===== src/dch_pkg.sv =====
// Package of register offsets, field positions and constants for the DMA channel.
package dch_pkg;

	// ************************************************************
	// Register byte offsets.
	// ************************************************************
	localparam logic [7:0] OFS_SRC  = 8'h00;
	localparam logic [7:0] OFS_DST  = 8'h04;
	localparam logic [7:0] OFS_TCR  = 8'h08;
	localparam logic [7:0] OFS_CPP  = 8'h0C;
	localparam logic [7:0] OFS_ATTR = 8'h10;
	localparam logic [7:0] OFS_GCSR = 8'h14;

	// ************************************************************
	// Control and status field positions.
	// ************************************************************
	localparam int GC_GO       = 0;
	localparam int GC_CHAIN    = 1;
	localparam int GC_STOP_REQ = 2;
	localparam int GC_HALT_REQ = 3;
	localparam int GC_ACT      = 4;
	localparam int GC_FLAG_LO  = 8;
	localparam int GC_EN_LO    = 16;
	localparam int FL_P1  = 0;
	localparam int FL_P2  = 1;
	localparam int FL_PB  = 2;
	localparam int FL_STP = 3;
	localparam int FL_HLT = 4;
	localparam int FL_DON = 5;
	localparam int NFLAGS = 6;

	// Transfer control and packet pointer fields.
	localparam int TC_BC_W   = 24;
	localparam int TC_SRC_LO = 24;
	localparam int TC_DST_LO = 26;
	localparam int TC_END_LO = 28;
	localparam int CPP_LAST  = 0;
	localparam int CPP_LO    = 5;

	// Bus ports: 0 processor bus, 1 PCI one, 2 PCI two.
	localparam logic [1:0] PORT_CPU = 2'h0;
	localparam logic [1:0] PORT_P1  = 2'h1;
	localparam logic [1:0] PORT_P2  = 2'h2;

	// Reset values.
	localparam logic [31:0] RST_WORD = 32'h00000000;

	// Pipeline overrun allowed after a stop request, in bytes.
	localparam int STOP_OVERRUN_BYTES = 256;
	localparam int BEAT_BYTES         = 4;
	localparam int PKT_WORDS          = 4;

	// Response codes.
	localparam logic [1:0] RESP_OK  = 2'h0;
	localparam logic [1:0] RESP_ERR = 2'h2;

endpackage


===== src/dch_mem_if.sv =====
// Interface that carries one memory word request and its answer.
interface dch_mem_if;
	logic        req;
	logic        wr;
	logic [1:0]  port;
	logic [31:0] addr;
	logic [31:0] wdata;
	logic        done;
	logic        err;
	logic [31:0] rdata;
	modport master (output req, wr, port, addr, wdata, input done, err, rdata);
	modport port_side (input req, wr, port, addr, wdata, output done, err, rdata);
endinterface


===== src/dch_channel.sv =====
// DMA channel with direct and linked-list modes behind an AXI4-Lite slave.
// Contract
// - Chain enable and flag clears are taken in the launching write.
// - Launched channel moves data until stop, bus error or count zero.
// - Direct transfer completes at count zero and sets the complete flag.
// - Current source, destination and 24-bit count stay readable during transfer.
// - Stop request ends source reads; stopped flag set after buffer drains.
// - Up to 256 bytes may still move after a stop request.
// - Linked-list mode fetches packets from the list address and runs them.
// - Packets are 32-byte aligned; little-endian on PCI, big-endian on CPU bus.
// - Packet port is chosen in attributes, independent of source and destination.
// - Address writes ignored while active; reads show current address.
// - Transfer control holds source, destination, endian mode and byte count.
// - Packet pointer holds next pointer bits 31:5 and a list-end bit.
// - Each loaded packet updates channel registers including the next pointer.
// - List walks to the end packet; complete set when it finishes.
// - Non-zero count at chained launch finishes direct first, then the list.
// - Chained stop ceases source reads; stopped set after writes complete.
// - Halt request finishes current packet, then sets halted and stops.
// - Separate write-one-to-clear error flags for each of the three buses.
// - Each flag has an enable; flag and enable together raise interrupt.
//
// Decided for this implementation: the AXI4-Lite register port and the register offsets.
module dch_channel
	import dch_pkg::*;
(
	// Clock and reset.
	input  wire logic        ref_clk_i,
	input  wire logic        rst_b_i,
	// AXI4-Lite write address and data.
	input  wire logic        s_axi_awvalid,
	output logic             s_axi_awready,
	input  wire logic [7:0]  s_axi_awaddr,
	input  wire logic        s_axi_wvalid,
	output logic             s_axi_wready,
	input  wire logic [31:0] s_axi_wdata,
	input  wire logic [3:0]  s_axi_wstrb,
	// AXI4-Lite write response.
	output logic             s_axi_bvalid,
	input  wire logic        s_axi_bready,
	output logic [1:0]       s_axi_bresp,
	// AXI4-Lite read.
	input  wire logic        s_axi_arvalid,
	output logic             s_axi_arready,
	input  wire logic [7:0]  s_axi_araddr,
	output logic             s_axi_rvalid,
	input  wire logic        s_axi_rready,
	output logic [31:0]      s_axi_rdata,
	output logic [1:0]       s_axi_rresp,
	// Bus master ports, one-hot by port.
	output logic [2:0]       port_req_o,
	output logic             port_wr_o,
	output logic [31:0]      port_addr_o,
	output logic [31:0]      port_wdata_o,
	input  wire logic [2:0]  port_done_i,
	input  wire logic [2:0]  port_err_i,
	input  wire logic [31:0] port_rdata_i,
	// Channel event outputs.
	output logic             chan_irq_o,
	output logic             chan_active_o
);

	typedef enum logic [2:0] {
		S_IDLE, S_RD, S_WR, S_PKT, S_NEXT
	} dch_state_t;

	typedef struct packed {
		dch_state_t   fsm;
		logic [31:0]  src;
		logic [31:0]  dst;
		logic [31:0]  tcr;
		logic [31:0]  cpp;
		logic [31:0]  attr;
		logic         chain;
		logic         stop_req;
		logic         halt_req;
		logic         active;
		logic [NFLAGS-1:0] flags;
		logic [NFLAGS-1:0] en;
		logic [31:0]  buf_word;
		logic [1:0]   pkt_idx;
		logic [31:0]  pkt_base;
		logic [2:0]   pkt_cpp_last;
		logic         aw_got;
		logic         w_got;
		logic [7:0]   aw_addr;
		logic [31:0]  w_data;
		logic [3:0]   w_strb;
		logic         bvalid;
		logic         rvalid;
		logic [31:0]  rdata;
		logic         mreq;
		logic         irq;
	} dch_state_s_t;

	dch_state_s_t st;
	dch_state_s_t next_st;
	dch_mem_if    mem ();

	// ************************************************************
	// Port steering.
	// ************************************************************
	dch_port_mux u_mux (
		.ref_clk_i    (ref_clk_i),
		.rst_b_i      (rst_b_i),
		.ch           (mem),
		.port_req_o   (port_req_o),
		.port_wr_o    (port_wr_o),
		.port_addr_o  (port_addr_o),
		.port_wdata_o (port_wdata_o),
		.port_done_i  (port_done_i),
		.port_err_i   (port_err_i),
		.port_rdata_i (port_rdata_i)
	);

	logic [1:0]  src_port;
	logic [1:0]  dst_port;
	logic [1:0]  pkt_port;
	logic [TC_BC_W-1:0] bc;
	logic [31:0] gcsr_rd;
	logic [31:0] pkt_word;
	logic        do_write;
	logic [31:0] wmask;

	assign src_port = st.tcr[TC_SRC_LO +: 2];
	assign dst_port = st.tcr[TC_DST_LO +: 2];
	assign pkt_port = st.attr[1:0];
	assign bc       = st.tcr[TC_BC_W-1:0];

	// Packet words from processor bus memory are big-endian and swapped here.
	assign pkt_word = (pkt_port == PORT_CPU) ? {port_rdata_i[7:0], port_rdata_i[15:8],
		port_rdata_i[23:16], port_rdata_i[31:24]} : port_rdata_i;

	// Memory request follows the state; the mux holds it until answered.
	assign mem.req   = st.mreq;
	assign mem.wr    = (st.fsm == S_WR);
	assign mem.port  = (st.fsm == S_RD) ? src_port :
		(st.fsm == S_WR) ? dst_port : pkt_port;
	assign mem.addr  = (st.fsm == S_RD) ? st.src : (st.fsm == S_WR) ? st.dst :
		st.pkt_base + 32'(st.pkt_idx) * 32'(BEAT_BYTES);
	assign mem.wdata = st.buf_word;

	assign gcsr_rd = {8'h00, 2'b00, st.en, 2'b00, st.flags, 3'b000,
		st.active, st.halt_req, st.stop_req, st.chain, 1'b0};

	// Byte-lane mask for register writes.
	generate
		for (genvar i = 0; i < 4; i++) begin : g_lane
			assign wmask[i*8 +: 8] = {8{st.w_strb[i]}};
		end
	endgenerate

	assign do_write = st.aw_got && st.w_got && !st.bvalid;

	// Error flag of a bus port; the flag order differs from the port codes, so map explicitly.
	function automatic int err_flag(input logic [1:0] prt);
		return (prt == PORT_CPU) ? FL_PB : ((prt == PORT_P1) ? FL_P1 : FL_P2);
	endfunction

	// ************************************************************
	// Next-state logic.
	// ************************************************************
	always_comb begin
		logic [31:0] wv;
		logic [NFLAGS-1:0] set_f;
		logic [NFLAGS-1:0] clr_f;
		logic        err_hit;
		logic        launch;
		wv      = '0;
		set_f   = '0;
		clr_f   = '0;
		err_hit = 1'b0;
		launch  = 1'b0;
		next_st = st;
		next_st.mreq = 1'b0;

		// Bus handshakes: address and data taken in either order.
		if (s_axi_awvalid && !st.aw_got) begin
			next_st.aw_got  = 1'b1;
			next_st.aw_addr = s_axi_awaddr;
		end
		if (s_axi_wvalid && !st.w_got) begin
			next_st.w_got  = 1'b1;
			next_st.w_data = s_axi_wdata;
			next_st.w_strb = s_axi_wstrb;
		end
		if (st.bvalid && s_axi_bready) begin
			next_st.bvalid = 1'b0;
		end

		// Register writes.
		if (do_write) begin
			next_st.aw_got = 1'b0;
			next_st.w_got  = 1'b0;
			next_st.bvalid = 1'b1;
			case (st.aw_addr)
				OFS_SRC: begin
					if (!st.active) begin
						next_st.src = (st.src & ~wmask) | (st.w_data & wmask);
					end
				end
				OFS_DST: begin
					if (!st.active) begin
						next_st.dst = (st.dst & ~wmask) | (st.w_data & wmask);
					end
				end
				OFS_TCR: begin
					if (!st.active) begin
						next_st.tcr = (st.tcr & ~wmask) | (st.w_data & wmask);
					end
				end
				OFS_CPP: begin
					if (!st.active) begin
						wv = (st.cpp & ~wmask) | (st.w_data & wmask);
						next_st.cpp = {wv[31:CPP_LO], 4'h0, wv[CPP_LAST]};
					end
				end
				OFS_ATTR: begin
					next_st.attr = (st.attr & ~wmask) | (st.w_data & wmask);
				end
				OFS_GCSR: begin
					wv = (gcsr_rd & ~wmask) | (st.w_data & wmask);
					clr_f = st.w_data[GC_FLAG_LO +: NFLAGS] & wmask[GC_FLAG_LO +: NFLAGS];
					next_st.en = wv[GC_EN_LO +: NFLAGS];
					if (!st.active) begin
						// Chain and flag clears act with the launch in one write.
						next_st.chain = wv[GC_CHAIN];
						launch = st.w_data[GC_GO] && wmask[GC_GO];
					end else begin
						if (st.w_data[GC_STOP_REQ] && wmask[GC_STOP_REQ]) begin
							next_st.stop_req = 1'b1;
						end
						if (st.w_data[GC_HALT_REQ] && wmask[GC_HALT_REQ]) begin
							next_st.halt_req = 1'b1;
						end
					end
				end
				default: begin
				end
			endcase
		end

		// Register reads.
		if (st.rvalid && s_axi_rready) begin
			next_st.rvalid = 1'b0;
		end
		if (s_axi_arvalid && !st.rvalid) begin
			next_st.rvalid = 1'b1;
			case (s_axi_araddr)
				OFS_SRC:  next_st.rdata = st.src;
				OFS_DST:  next_st.rdata = st.dst;
				OFS_TCR:  next_st.rdata = st.tcr;
				OFS_CPP:  next_st.rdata = st.cpp;
				OFS_ATTR: next_st.rdata = st.attr;
				OFS_GCSR: next_st.rdata = gcsr_rd;
				default:  next_st.rdata = RST_WORD;
			endcase
		end

		// Launch: direct remainder first when the count is not zero.
		if (launch && (st.flags & ~clr_f) == '0) begin
			next_st.active   = 1'b1;
			next_st.stop_req = 1'b0;
			next_st.halt_req = 1'b0;
			if (bc != '0) begin
				next_st.fsm  = S_RD;
				next_st.mreq = 1'b1;
			end else if (wv[GC_CHAIN]) begin
				next_st.fsm = S_NEXT;
			end else begin
				next_st.active = 1'b0;
				set_f[FL_DON]  = 1'b1;
			end
		end

		// Transfer engine.
		case (st.fsm)
			S_RD: begin
				if (mem.done) begin
					next_st.buf_word = port_rdata_i;
					next_st.src  = st.src + 32'(BEAT_BYTES);
					next_st.fsm  = S_WR;
					next_st.mreq = 1'b1;
				end else if (mem.err) begin
					set_f[err_flag(src_port)] = 1'b1;
					err_hit = 1'b1;
				end
			end
			S_WR: begin
				if (mem.done) begin
					next_st.dst = st.dst + 32'(BEAT_BYTES);
					// The count floors at zero for a short last word.
					next_st.tcr[TC_BC_W-1:0] = (bc > TC_BC_W'(BEAT_BYTES)) ?
						bc - TC_BC_W'(BEAT_BYTES) : '0;
					if (bc <= TC_BC_W'(BEAT_BYTES)) begin
						next_st.fsm = S_NEXT;
					end else if (st.stop_req) begin
						// Only one buffered word, so overrun stays far under the limit.
						next_st.fsm = S_IDLE;
						next_st.active = 1'b0;
						set_f[FL_STP]  = 1'b1;
					end else begin
						next_st.fsm  = S_RD;
						next_st.mreq = 1'b1;
					end
				end else if (mem.err) begin
					set_f[err_flag(dst_port)] = 1'b1;
					err_hit = 1'b1;
				end
			end
			S_NEXT: begin
				// Decide between done, halt, stop and the next packet.
				if (!st.chain || st.cpp[CPP_LAST]) begin
					next_st.fsm    = S_IDLE;
					next_st.active = 1'b0;
					set_f[FL_DON]  = 1'b1;
				end else if (st.halt_req) begin
					next_st.fsm    = S_IDLE;
					next_st.active = 1'b0;
					set_f[FL_HLT]  = 1'b1;
				end else if (st.stop_req) begin
					next_st.fsm    = S_IDLE;
					next_st.active = 1'b0;
					set_f[FL_STP]  = 1'b1;
				end else begin
					next_st.pkt_base = {st.cpp[31:CPP_LO], 5'h00};
					next_st.pkt_idx  = 2'h0;
					next_st.fsm      = S_PKT;
					next_st.mreq     = 1'b1;
				end
			end
			S_PKT: begin
				// Words: source, destination, control, pointer, each taken as it arrives.
				if (mem.done) begin
					if (st.pkt_idx == 2'h0) begin
						next_st.src = pkt_word;
					end else if (st.pkt_idx == 2'h1) begin
						next_st.dst = pkt_word;
					end else if (st.pkt_idx == 2'h2) begin
						next_st.tcr = pkt_word;
					end else begin
						next_st.cpp = {pkt_word[31:CPP_LO], 4'h0, pkt_word[CPP_LAST]};
					end
					if (st.pkt_idx == 2'(PKT_WORDS - 1)) begin
						next_st.fsm = (pkt_word[CPP_LAST] || bc == '0) ? S_NEXT : S_NEXT;
					end else begin
						next_st.pkt_idx = st.pkt_idx + 2'h1;
						next_st.mreq    = 1'b1;
					end
				end else if (mem.err) begin
					set_f[err_flag(pkt_port)] = 1'b1;
					err_hit = 1'b1;
				end
			end
			default: begin
			end
		endcase

		// After a packet loads, its own count runs before the list moves on.
		if (st.fsm == S_PKT && mem.done && st.pkt_idx == 2'(PKT_WORDS - 1)) begin
			if (st.tcr[TC_BC_W-1:0] != '0) begin
				next_st.fsm  = S_RD;
				next_st.mreq = 1'b1;
			end
		end

		if (err_hit) begin
			next_st.fsm    = S_IDLE;
			next_st.active = 1'b0;
		end

		// Hardware set wins over a software clear in the same cycle.
		next_st.flags = (st.flags & ~clr_f) | set_f;
		next_st.irq   = |(next_st.flags & next_st.en);
	end

	always_ff @(posedge ref_clk_i or negedge rst_b_i) begin
		if (!rst_b_i) begin
			st <= '0;
		end else begin
			st <= next_st;
		end
	end

	// ************************************************************
	// Outputs, all from flip-flops except the constant response codes.
	// ************************************************************
	assign s_axi_awready = !st.aw_got;
	assign s_axi_wready  = !st.w_got;
	assign s_axi_bvalid  = st.bvalid;
	assign s_axi_bresp   = RESP_OK;
	assign s_axi_arready = !st.rvalid;
	assign s_axi_rvalid  = st.rvalid;
	assign s_axi_rdata   = st.rdata;
	assign s_axi_rresp   = RESP_OK;
	assign chan_irq_o    = st.irq;
	assign chan_active_o = st.active;

endmodule


===== src/dch_port_mux.sv =====
// Steers a channel memory request onto one of three bus ports.
module dch_port_mux
	import dch_pkg::*;
(
	// Clock and reset.
	input  wire logic        ref_clk_i,
	input  wire logic        rst_b_i,
	// Channel side.
	dch_mem_if.port_side     ch,
	// Outward request, one-hot by port.
	output logic [2:0]       port_req_o,
	output logic             port_wr_o,
	output logic [31:0]      port_addr_o,
	output logic [31:0]      port_wdata_o,
	// Outward answer.
	input  wire logic [2:0]  port_done_i,
	input  wire logic [2:0]  port_err_i,
	input  wire logic [31:0] port_rdata_i
);

	typedef struct packed {
		logic [2:0]  req;
		logic        wr;
		logic [31:0] addr;
		logic [31:0] wdata;
		logic        busy;
	} dch_mux_t;

	dch_mux_t st;
	dch_mux_t next_st;

	// A request is launched once and held until its port answers.
	always_comb begin
		next_st = st;
		if (!st.busy && ch.req) begin
			next_st.busy  = 1'b1;
			next_st.req   = 3'(3'h1 << ch.port);
			next_st.wr    = ch.wr;
			next_st.addr  = ch.addr;
			next_st.wdata = ch.wdata;
		end else if (st.busy && |(st.req & (port_done_i | port_err_i))) begin
			next_st.busy = 1'b0;
			next_st.req  = 3'h0;
		end
	end

	always_ff @(posedge ref_clk_i or negedge rst_b_i) begin
		if (!rst_b_i) begin
			st <= '0;
		end else begin
			st <= next_st;
		end
	end

	// The answer is only taken from the selected port.
	assign ch.done = st.busy && |(st.req & port_done_i);
	assign ch.err  = st.busy && |(st.req & port_err_i);
	assign ch.rdata = port_rdata_i;
	assign port_req_o   = st.req;
	assign port_wr_o    = st.wr;
	assign port_addr_o  = st.addr;
	assign port_wdata_o = st.wdata;

endmodule


===== config.mk =====
export PLATFORM = sky130hd
export DESIGN_NAME = dch_channel
export DESIGN_NICKNAME = d
export VERILOG_FILES = /design/src/dch_pkg.sv /design/src/dch_mem_if.sv /design/src/dch_channel.sv /design/src/dch_port_mux.sv
export SDC_FILE = /design/constraint.sdc
export NUM_CORES = 1
export LEC_CHECK = 0
export ABC_AREA = 1
export ABC_CLOCK_PERIOD_IN_PS = 2810
export BUFFER_PORTS_ARGS = -buffer_cell sky130_fd_sc_hd__buf_2
export CORE_MARGIN = 4
export CORE_UTILIZATION = 64
export DETAILED_ROUTE_END_ITERATION = 8
export GPL_TIMING_DRIVEN = 1
export PLACE_DENSITY = 0.87
export SYNTH_ARGS = -nofsm -noshare
export SYNTH_HDL_FRONTEND = slang
export SYNTH_SLANG_ARGS = --single-unit

===== constraint.sdc =====
create_clock -name ref_clk_i -period 2.81 [get_ports ref_clk_i]
set_input_delay 0.843 -clock ref_clk_i [delete_from_list [all_inputs] [get_ports ref_clk_i]]
set_output_delay 0.843 -clock ref_clk_i [all_outputs]
set_load 0.05 [all_outputs]

======== Word-level counts from Yosys, hierarchy flattened ========
Cells that the tools add are included.
operators by class
  reduce and logical (&&, ||, !) cells .... 58
  eq/ne operators ......................... 25
  bitwise gates (word level) .............. 30
  shift-type cells ........................ 1
  add/subtract/negate cells ............... 5
  multiplexer cells ....................... 135
  order comparisons ....................... 8
operators with widths
  cell                                                                   count
  32-bit two-way mux                                                     18
  32-bit bitwise AND                                                     6
  32-bit one-hot mux with 6 select lines                                 1
  163-bit two-way mux                                                    1
  32-bit bitwise OR                                                      5
  131-bit two-way mux                                                    1
  32-bit one-hot mux with 2 select lines                                 2
  34-bit two-way mux                                                     3
  96-bit two-way mux                                                     1
  32-bit by 3-bit adder with 32-bit output, second input constant        2
  64-bit two-way mux                                                     1
  6-bit two-way mux                                                      9
  1-bit two-way mux                                                      52
  24-bit two-way mux                                                     2
  3-bit two-way mux                                                      16
  24-bit one-hot mux with 2 select lines                                 1
  35-bit two-way mux                                                     1
  33-bit two-way mux                                                     1
  32-bit by 4-bit adder with 32-bit output                               1
  8-bit by 4-bit == test with 1-bit output, second input constant        4
  8-bit by 5-bit == test with 1-bit output, second input constant        4
  32-bit inverter                                                        1
  2-bit two-way mux                                                      14
  24-bit by 3-bit > comparator with 1-bit output, second input constant  1
  42 further kinds                                                       114
word-level totals
  output and inout port bits .............. 111
  bits in registers ....................... 391
  word-level logic and storage cells ...... 292

======== Logic depth before layout (Yosys ltp) ========
Gate-level depths: netlist of run 1.
  word-level depth ........................ 16
  depth in mapped cells ................... 14
  gate-level depth less buffers ........... 13

======== By module ========
Synthesis of run 1 repeated with hierarchy kept, for this count alone.
unflattened totals
  cells, all modules ...................... 2923
  area, all modules ....................... 22247.6 sq um
modules (own cells, without submodules)
  module        cells each  instances  sequential area each (sq um)  area each (sq um)
  dch_channel   2518        1          8057.7                        18831.8
  dch_port_mux  405         1          1726.7                        3415.8

======== Worst setup path before layout of run 1 ========
Ideal clock, no wire load.
  path kind ............................... in2reg
  from .................................... input port_done_i[1]
  to ...................................... register st[263] (netlist bit)
  setup slack ............................. 0.658 ns
  data arrival time ....................... 2.015 ns
  required time ........................... 2.672 ns
  setup time .............................. 0.138 ns
  buffers on the path ..................... 1
  stages .................................. 12
  path through ............................ nand2_1 -> nand3_2 -> nand2_2 -> inv_2 -> nand3_1 -> nand2_1 -> nand3_1 -> buf_4 -> nand2_4 -> nand2_1 -> nand2_1 -> o221ai_1
on the way
  word-level cells in the longest chain between the ends .. 5
RTL lines
  item                                                       line                                    source
  start: declaration                                         dch_channel.sv:55                       input wire logic [2:0] port_done_i,
  3-bit bitwise AND (*)                                      dch_port_mux.sv:56                      assign ch.done = st.busy && |(st.req & port_done_i);
  3-bit OR reduction (*)                                     dch_port_mux.sv:56
  1-bit logical AND (*)                                      dch_port_mux.sv:56
  131-bit two-way mux or 32-bit two-way mux (tied branches)  dch_channel.sv:334, dch_channel.sv:290
  32-bit one-hot mux with 2 select lines (*)                 dch_channel.sv:277                      case (st.fsm)
  end signal: assignment                                     dch_channel.sv:381                      st <= next_st;
  end: declaration                                           dch_channel.sv:96                       dch_state_s_t st;
Every way passes the cells marked *; elsewhere a longest branch is shown, timed or not.
A chain may end at the register's enable or synchronous reset.

======== Worst setup path after layout of run 1 ========
  from .................................... input s_axi_araddr[1]
  to ...................................... register st (netlist bit s_axi_rdata[22])
on the way
  word-level cells in the longest chain between the ends .. 2
RTL lines
  item                                                                    line                source
  start: declaration                                                      dch_channel.sv:45   input wire logic [7:0] s_axi_araddr,
  8-bit by 5-bit == test with 1-bit output, or another cell as far along  dch_channel.sv:249  case (s_axi_araddr)
  32-bit one-hot mux with 6 select lines (*)                              dch_channel.sv:249
Marks and branches as above.

==> impl_metrics.json, run 1 <==
{
  "finalHoldViolCount": 0,
  "fmax_mhz": 392,
  "synthArstFlopShare": 1.00,
  "wl_met2_mm": 34.4,
  "grt_pass1_wl_mm": 125,
  "drtAntennaViolNets": 0,
  "die-area_um2": 37000,
  "drt-met1-wl_mm": 30.6,
  "pre_cts_ws_ps": -169,
  "cts.path.max_buffers": 3,
  "dr_total_vias": 22300,
  "layout.nets": 3080,
  "io_buffers": 203,
  "yosys_warnings": 0,
  "syn-cell-area_um2": 21700,
  "seqCellArea_um2": 9780,
  "grt_setup_unrepaired": "false",
  "ir_drop_mv": 0.888,
  "synth_top_family_by_area": "simple AND/OR/NAND/NOR gates",
  "multi_input_area_um2": 9450,
  "cpLargestDelayFamily": "simple AND/OR/NAND/NOR gates",
  "grt_overflow": 0,
  "grt_pass1_vias": 21100,
  "reg2reg_setup_slack_ps": 300,
  "synth.area.top_cells": "dfrtp_1 45%, nand2_1 12%, o21ai_0 8.1%, inv_1 5.4%, a21oi_1 4.1%",
  "fin_util": 0.729,
  "synthCells": 2851,
  "cts_buffers": 43,
  "mostFrequentLayoutCells": "667 x nand2_1, 391 x dfrtp_1, 350 x o21ai_0, 312 x inv_1, 202 x buf_2",
  "max_stage_delay_ps": 500,
  "drtIter0Drc": 3612,
  "die_w_um": 192,
  "antenna_found_initial": 2,
  "worstPathMaxFanout": 30,
  "min_period_ps": 2550,
  "dr_wl_met3_mm": 13.5,
  "area_growth_pct": 12.3,
  "run_status": "finished, final reports clean",
  "dr.pass1.iters": 7,
  "yosys.area.top_type_share": 0.450,
  "htree_num_levels": 2,
  "yosys.area_share.adder": 0.00518,
  "hp-class": "in -> async",
  "relSlewSlack": 0.188,
  "post_drt_wl_per_cell_um": 24.3,
  "fill_cells": 2640,
  "synth.avg_cell_area_um2": 7.63,
  "worst_path_most_repeated_cell": "nand2_1",
  "clkSinkCount": 391,
  "fin_ws_ps": 256,
  "synth_xor_area_frac": 0.0101,
  "place_congestion": 1.12,
  "synth_edf_count": 0,
  "grt_max_degree": 74,
  "row_count": 67,
  "synth_top_flop_cell": "dfrtp_1",
  "p_leak_nw": 12.0,
  "start_util": 0.649,
  "clockRootBuffer": "clkbuf_16",
  "fin_crit_sh": 0.909,
  "start_kind": "input port",
  "skew_ps": 15.3,
  "routed_wl_mm": 84.0,
  "dieHeight_um": 192,
  "cts_resized": 0,
  "worstMarginPinSlew_ps": 1210,
  "cts_setup_buffers": 0,
  "worst_setup_path_end_kind": "flip-flop",
  "synthSimpleGateAreaFrac": 0.213,
  "gr-usage-all-layers": 0.450,
  "synth.mux.area_fraction": 0.00259,
  "clk_latency_ps": 560,
  "required_ps": 3270,
  "synth_top_cell_by_area": "dfrtp_1",
  "setup_viol": 0,
  "slowest_stage": "nor2_2",
  "cp_cell_sequence": "buf_2 > nor2_1 > nand2_1 > nor2_2 > nand2_1 > buf_4 > o22ai_1 > a211oi_1 > o21ai_0",
  "route.top_layer_used": "met5",
  "drive_gt1_frac": 0.145,
  "mostFrequentLayoutCell": "nand2_1",
  "synth_seq_cells": 391,
  "critPathArrivalTime_ps": 3020,
  "coreArea_um2": 33500,
  "place.detailed.hpwl_mm": 63.6,
  "slew_violations": 0,
  "clk_pin_slew_ps": 60,
  "fin_tns_setup_ps": 0,
  "maxCapViolCount": 0,
  "ios": 208,
  "drc_errors": 0,
  "powerDensity_nw_per_um2": 1010,
  "synth-seq-area-share": 0.450,
  "synth_compound_area_frac": 0.202,
  "avgViaCountPerCell": 6.45,
  "worstSetupPathType": "in -> reg",
  "cts_hold_buf": 0,
  "synth_cell_type_count": 49,
  "cts_tree": "built",
  "crit_buf_inv": 2
}
## cell families after synthesis
group | count (synthesis)
and+or+nand+nor | 1099
AOI/OAI and AO/OA | 763
buffers and inverters | 558
DFF | 391
xor gates and xnor gates | 25
adders and majority gates | 9
muxes | 5
other | 1
## stage by stage
stage          hold slack, ps  power [mW]  std cells  area (um^2)
5_1_grt                   279        25.8       3452        24400
3_5_place_dp              453        18.3       3377        23000
2_1_floorplan             442        15.1       2854        21800
4_1_cts                   264        24.2       3452        24400
6_report                  251        24.8       3453        24400
3_3_place_gp              452        18.0       3377        23000
## where the power goes
group,switching (mW),internal [mW]
registers,1.82,7.31
clock network,2.37,3.54
logic,7.08,2.63
total,11.3,13.5
## area by class of cell
cell class	count	share of cell area
flip-flops and latches	391	0.401
repair buffers	297	0.0775
clock inverters	15	0.00773
well taps	448	0.0229
multi-input cells	1905	0.387
diodes	1	0.000102
inverters	336	0.0517
clock buffers	60	0.0525
## layer usage
layer / vias to the layer above / global-route usage
met5: - / 0.0137
met4: 4 / 0.215
met3: 346 / 0.169
met2: 1807 / 0.647
met1: 10400 / 0.604
li1: 9668 / -
## sequential cells by signal, indices dropped and copies added, names as in the netlist, named ones only
register / flops
src_port: 2
u_mux.port_addr_o: 32
s_axi_rvalid: 1
mem.wdata: 32
gcsr_rd: 15
u_mux.port_wdata_o: 32
u_mux.st: 1
dst_port: 2
bc: 24
st: 178
s_axi_bvalid: 1
u_mux.port_wr_o: 1
mem.req: 1
u_mux.port_req_o: 3
s_axi_rdata: 32
chan_irq_o: 1
chan_active_o: 1
## worst paths after layout
kind	start	to	cells after the start
max in group asynchronous	rst_b_i	bc[4]	2
min reg2reg	mem.wdata[17]	u_mux.port_wdata_o[17]	2
min in group ref_clk_i	s_axi_bready	s_axi_bvalid	2
max	s_axi_araddr[1]	s_axi_rdata[22]	9
min	rst_b_i	u_mux.port_wdata_o[28]	1
max reg2reg	bc[11]	bc[4]	9
## synthesized netlist by cell type, types with 6 or more instances
cell      number
nor3_2         6
inv_1        314
a22oi_1        7
o21ai_0      350
nor2_2        11
nor2_1       190
o21ai_1       12
o22ai_1       52
nand4_1       24
a31oi_1        7
ha_1           9
a211oi_1      16
nand2_2        7
a41oi_1        7
nor4_1        11
inv_2         14
nand3_1      122
buf_4        107
dfrtp_1      391
nor3_1        35
buf_1         11
a21oi_1      180
clkbuf_1      76
o211ai_1      59
xor2_1        24
clkinv_1       7
buf_2         27
nand2_1      670
o221ai_1      56
No activity file was read; power rests on OpenSTA's default activity.
==> inputs of run 2 (changes only) <==
--- a/config.mk
+++ b/config.mk
@@ -13,6 +13,7 @@
 export DETAILED_ROUTE_END_ITERATION = 8
 export GPL_TIMING_DRIVEN = 1
 export PLACE_DENSITY = 0.87
+export SETUP_SLACK_MARGIN = 0.3
 export SYNTH_ARGS = -nofsm -noshare
 export SYNTH_HDL_FRONTEND = slang
 export SYNTH_SLANG_ARGS = --single-unit
==> run 2 against run 1 <==
- critical endpoint unchanged
- clock skew fell by 1.6 ps
- cell count barely moved
- the flow now finishes with violations (design-rule violations)
- non-clock buffer count did not move
==> impl_metrics.json, run 2 (same netlist as run 1, synthesis figures left out) <==
{
  "ios": 208,
  "cts_tree": "built",
  "violations": "design-rule violations",
  "cpLargestDelayFamily": "compound AO/OA/AOI/OAI gates",
  "cp.depth": 9,
  "switchingPower_mw": 11.3,
  "antenna_found_initial": 2,
  "finalHoldViolCount": 0,
  "clockRootBuffer": "clkbuf_16",
  "avgViaCountPerCell": 6.45,
  "worst_setup_path_end_kind": "flip-flop",
  "reg2reg_from": "st[117]",
  "clk_pin_slew_ps": 60,
  "place.detailed.hpwl_mm": 63.6,
  "diodes": 0,
  "ir_drop_mv": 0.889,
  "cts_hold_buf": 0,
  "mostFrequentLayoutCells": "666 x nand2_1, 390 x dfrtp_1, 350 x o21ai_0, 311 x inv_1, 202 x buf_2",
  "cp_cell_sequence": "buf_2 > nor2_1 > nand2_1 > nor2_4 > nand2_1 > buf_4 > o22ai_1 > a211oi_1 > o21ai_0",
  "mostFrequentLayoutCell": "nand2_1",
  "fmax_mhz": 412,
  "drtIter0Drc": 3596,
  "cts_buffers": 43,
  "regMostFlops": "st",
  "row_count": 67,
  "fin_util": 0.729,
  "layout.nets": 3080,
  "fin_crit_sh": 0.864,
  "required_ps": 3280,
  "min_period_ps": 2430,
  "p_int_mw": 13.5,
  "dp_cells": 3377,
  "grt_pass1_wl_mm": 125,
  "drtAntennaViolNets": 0,
  "skew_ps": 13.6,
  "setup_viol": 0,
  "max_stage_delay_ps": 500,
  "power.share.combinational": 0.392,
  "die_w_um": 192,
  "place_congestion": 1.12,
  "power_frac_seq": 0.369,
  "worstPathMaxFanout": 30,
  "grt_pass1_vias": 21100,
  "dieHeight_um": 192,
  "switching_share": 0.455,
  "gr-usage-all-layers": 0.450,
  "slew_violations": 0,
  "start_kind": "input port",
  "cts_resized": 0,
  "grt_overflow": 0,
  "worstMarginPinSlew_ps": 1180,
  "hp-class": "in -> async",
  "worstSetupPathType": "in -> reg",
  "p_leak_nw": 12.0,
  "area_growth_pct": 12.4,
  "start_util": 0.649,
  "htree_num_levels": 2,
  "clk_latency_ps": 560,
  "fin_tns_setup_ps": 0,
  "powerDensity_nw_per_um2": 1010,
  "run_status": "complete, but fails checks",
  "power_frac_clock": 0.239,
  "relSlewSlack": 0.206,
  "slowest_stage": "o22ai_1",
  "pre_cts_ws_ps": -169,
  "drc_errors": 1,
  "dr_total_vias": 22300,
  "routed_wl_mm": 83.9,
  "critPathArrivalTime_ps": 2890,
  "cts.path.max_buffers": 3,
  "coreArea_um2": 33500,
  "crit_buf_inv": 2,
  "largest_reg_flops": 178,
  "die-area_um2": 37000,
  "p_total_mw": 24.8,
  "rr_worst_depth": 12,
  "drive_gt1_frac": 0.147,
  "maxCapViolCount": 0,
  "cts_setup_buffers": 0,
  "clkSinkCount": 391,
  "dr.pass1.iters": 9,
  "fin_ws_ps": 383,
  "crit_path_start": "s_axi_araddr[1]",
  "worst_path_most_repeated_cell": "nand2_1",
  "fill_cells": 2642,
  "post_drt_wl_per_cell_um": 24.3,
  "io_buffers": 203,
  "grt_setup_unrepaired": "true",
  "grt_max_degree": 74,
  "final_cells": 3452
}
## run 2: changes by cell type in the layout (fill, tap and decap cells not counted)
cell,before,now
nor2_1,188,187
nand2_1,667,666
nor2_4,6,8
inv_1,312,311
clkinv_2,6,7
diode_2,1,0
dfrtp_2,0,1
nand2_2,10,11
dfrtp_1,391,390
nor2_2,12,11
## run 2: per-stage QoR
stage | hold WS [ps] | instance area (um^2)
after floorplan | 442 | 21800
after CTS | 264 | 24400
after global routing | 279 | 24400
after detailed placement | 453 | 23000
after global placement | 452 | 23000
final | 245 | 24400
## run 2: cell type report
| cell class | instances | area (um^2) | share of cell area |
|---|---|---|---|
| Multi-Input combinational cell | 1905 | 9470 | 0.387 |
| Tap cell | 448 | 561 | 0.0229 |
| Inverter | 336 | 1260 | 0.0518 |
| Timing Repair Buffer | 297 | 1890 | 0.0775 |
| Clock inverter | 15 | 189 | 0.00773 |
| Sequential cell | 391 | 9790 | 0.400 |
| Clock buffer | 60 | 1280 | 0.0525 |
## run 2: path summary, 6_finish.rpt
path                                           to  slack, ps
max in group asynchronous                   bc[4]       1770
setup reg to reg                           bc[23]        400
hold reg to reg            u_mux.port_wdata_o[17]        470
min in group ref_clk_i               s_axi_bvalid        460
hold / removal             u_mux.port_wdata_o[28]        240
setup / recovery                  s_axi_rdata[22]        380
## run 2: power groups by stage
stage          Clock [mW]  Sequential [mW]  Combinational, mW
6_report             5.93             9.13               9.71
3_3_place_gp            0             8.96               9.04
3_5_place_dp            0             9.03               9.27
2_1_floorplan           0             8.39               6.69
4_1_cts              5.90             8.96               9.35
5_1_grt              6.17             9.22               10.4
## run 2: layer usage
| metal | global-route usage | wire (um) | vias up |
|---|---|---|---|
| li1 | - | - | 9669 |
| met1 | 0.604 | 30500 | 10400 |
| met2 | 0.647 | 34700 | 1814 |
| met3 | 0.169 | 13600 | 329 |
| met4 | 0.215 | 5130 | 2 |
| met5 | 0.0137 | 12 | - |
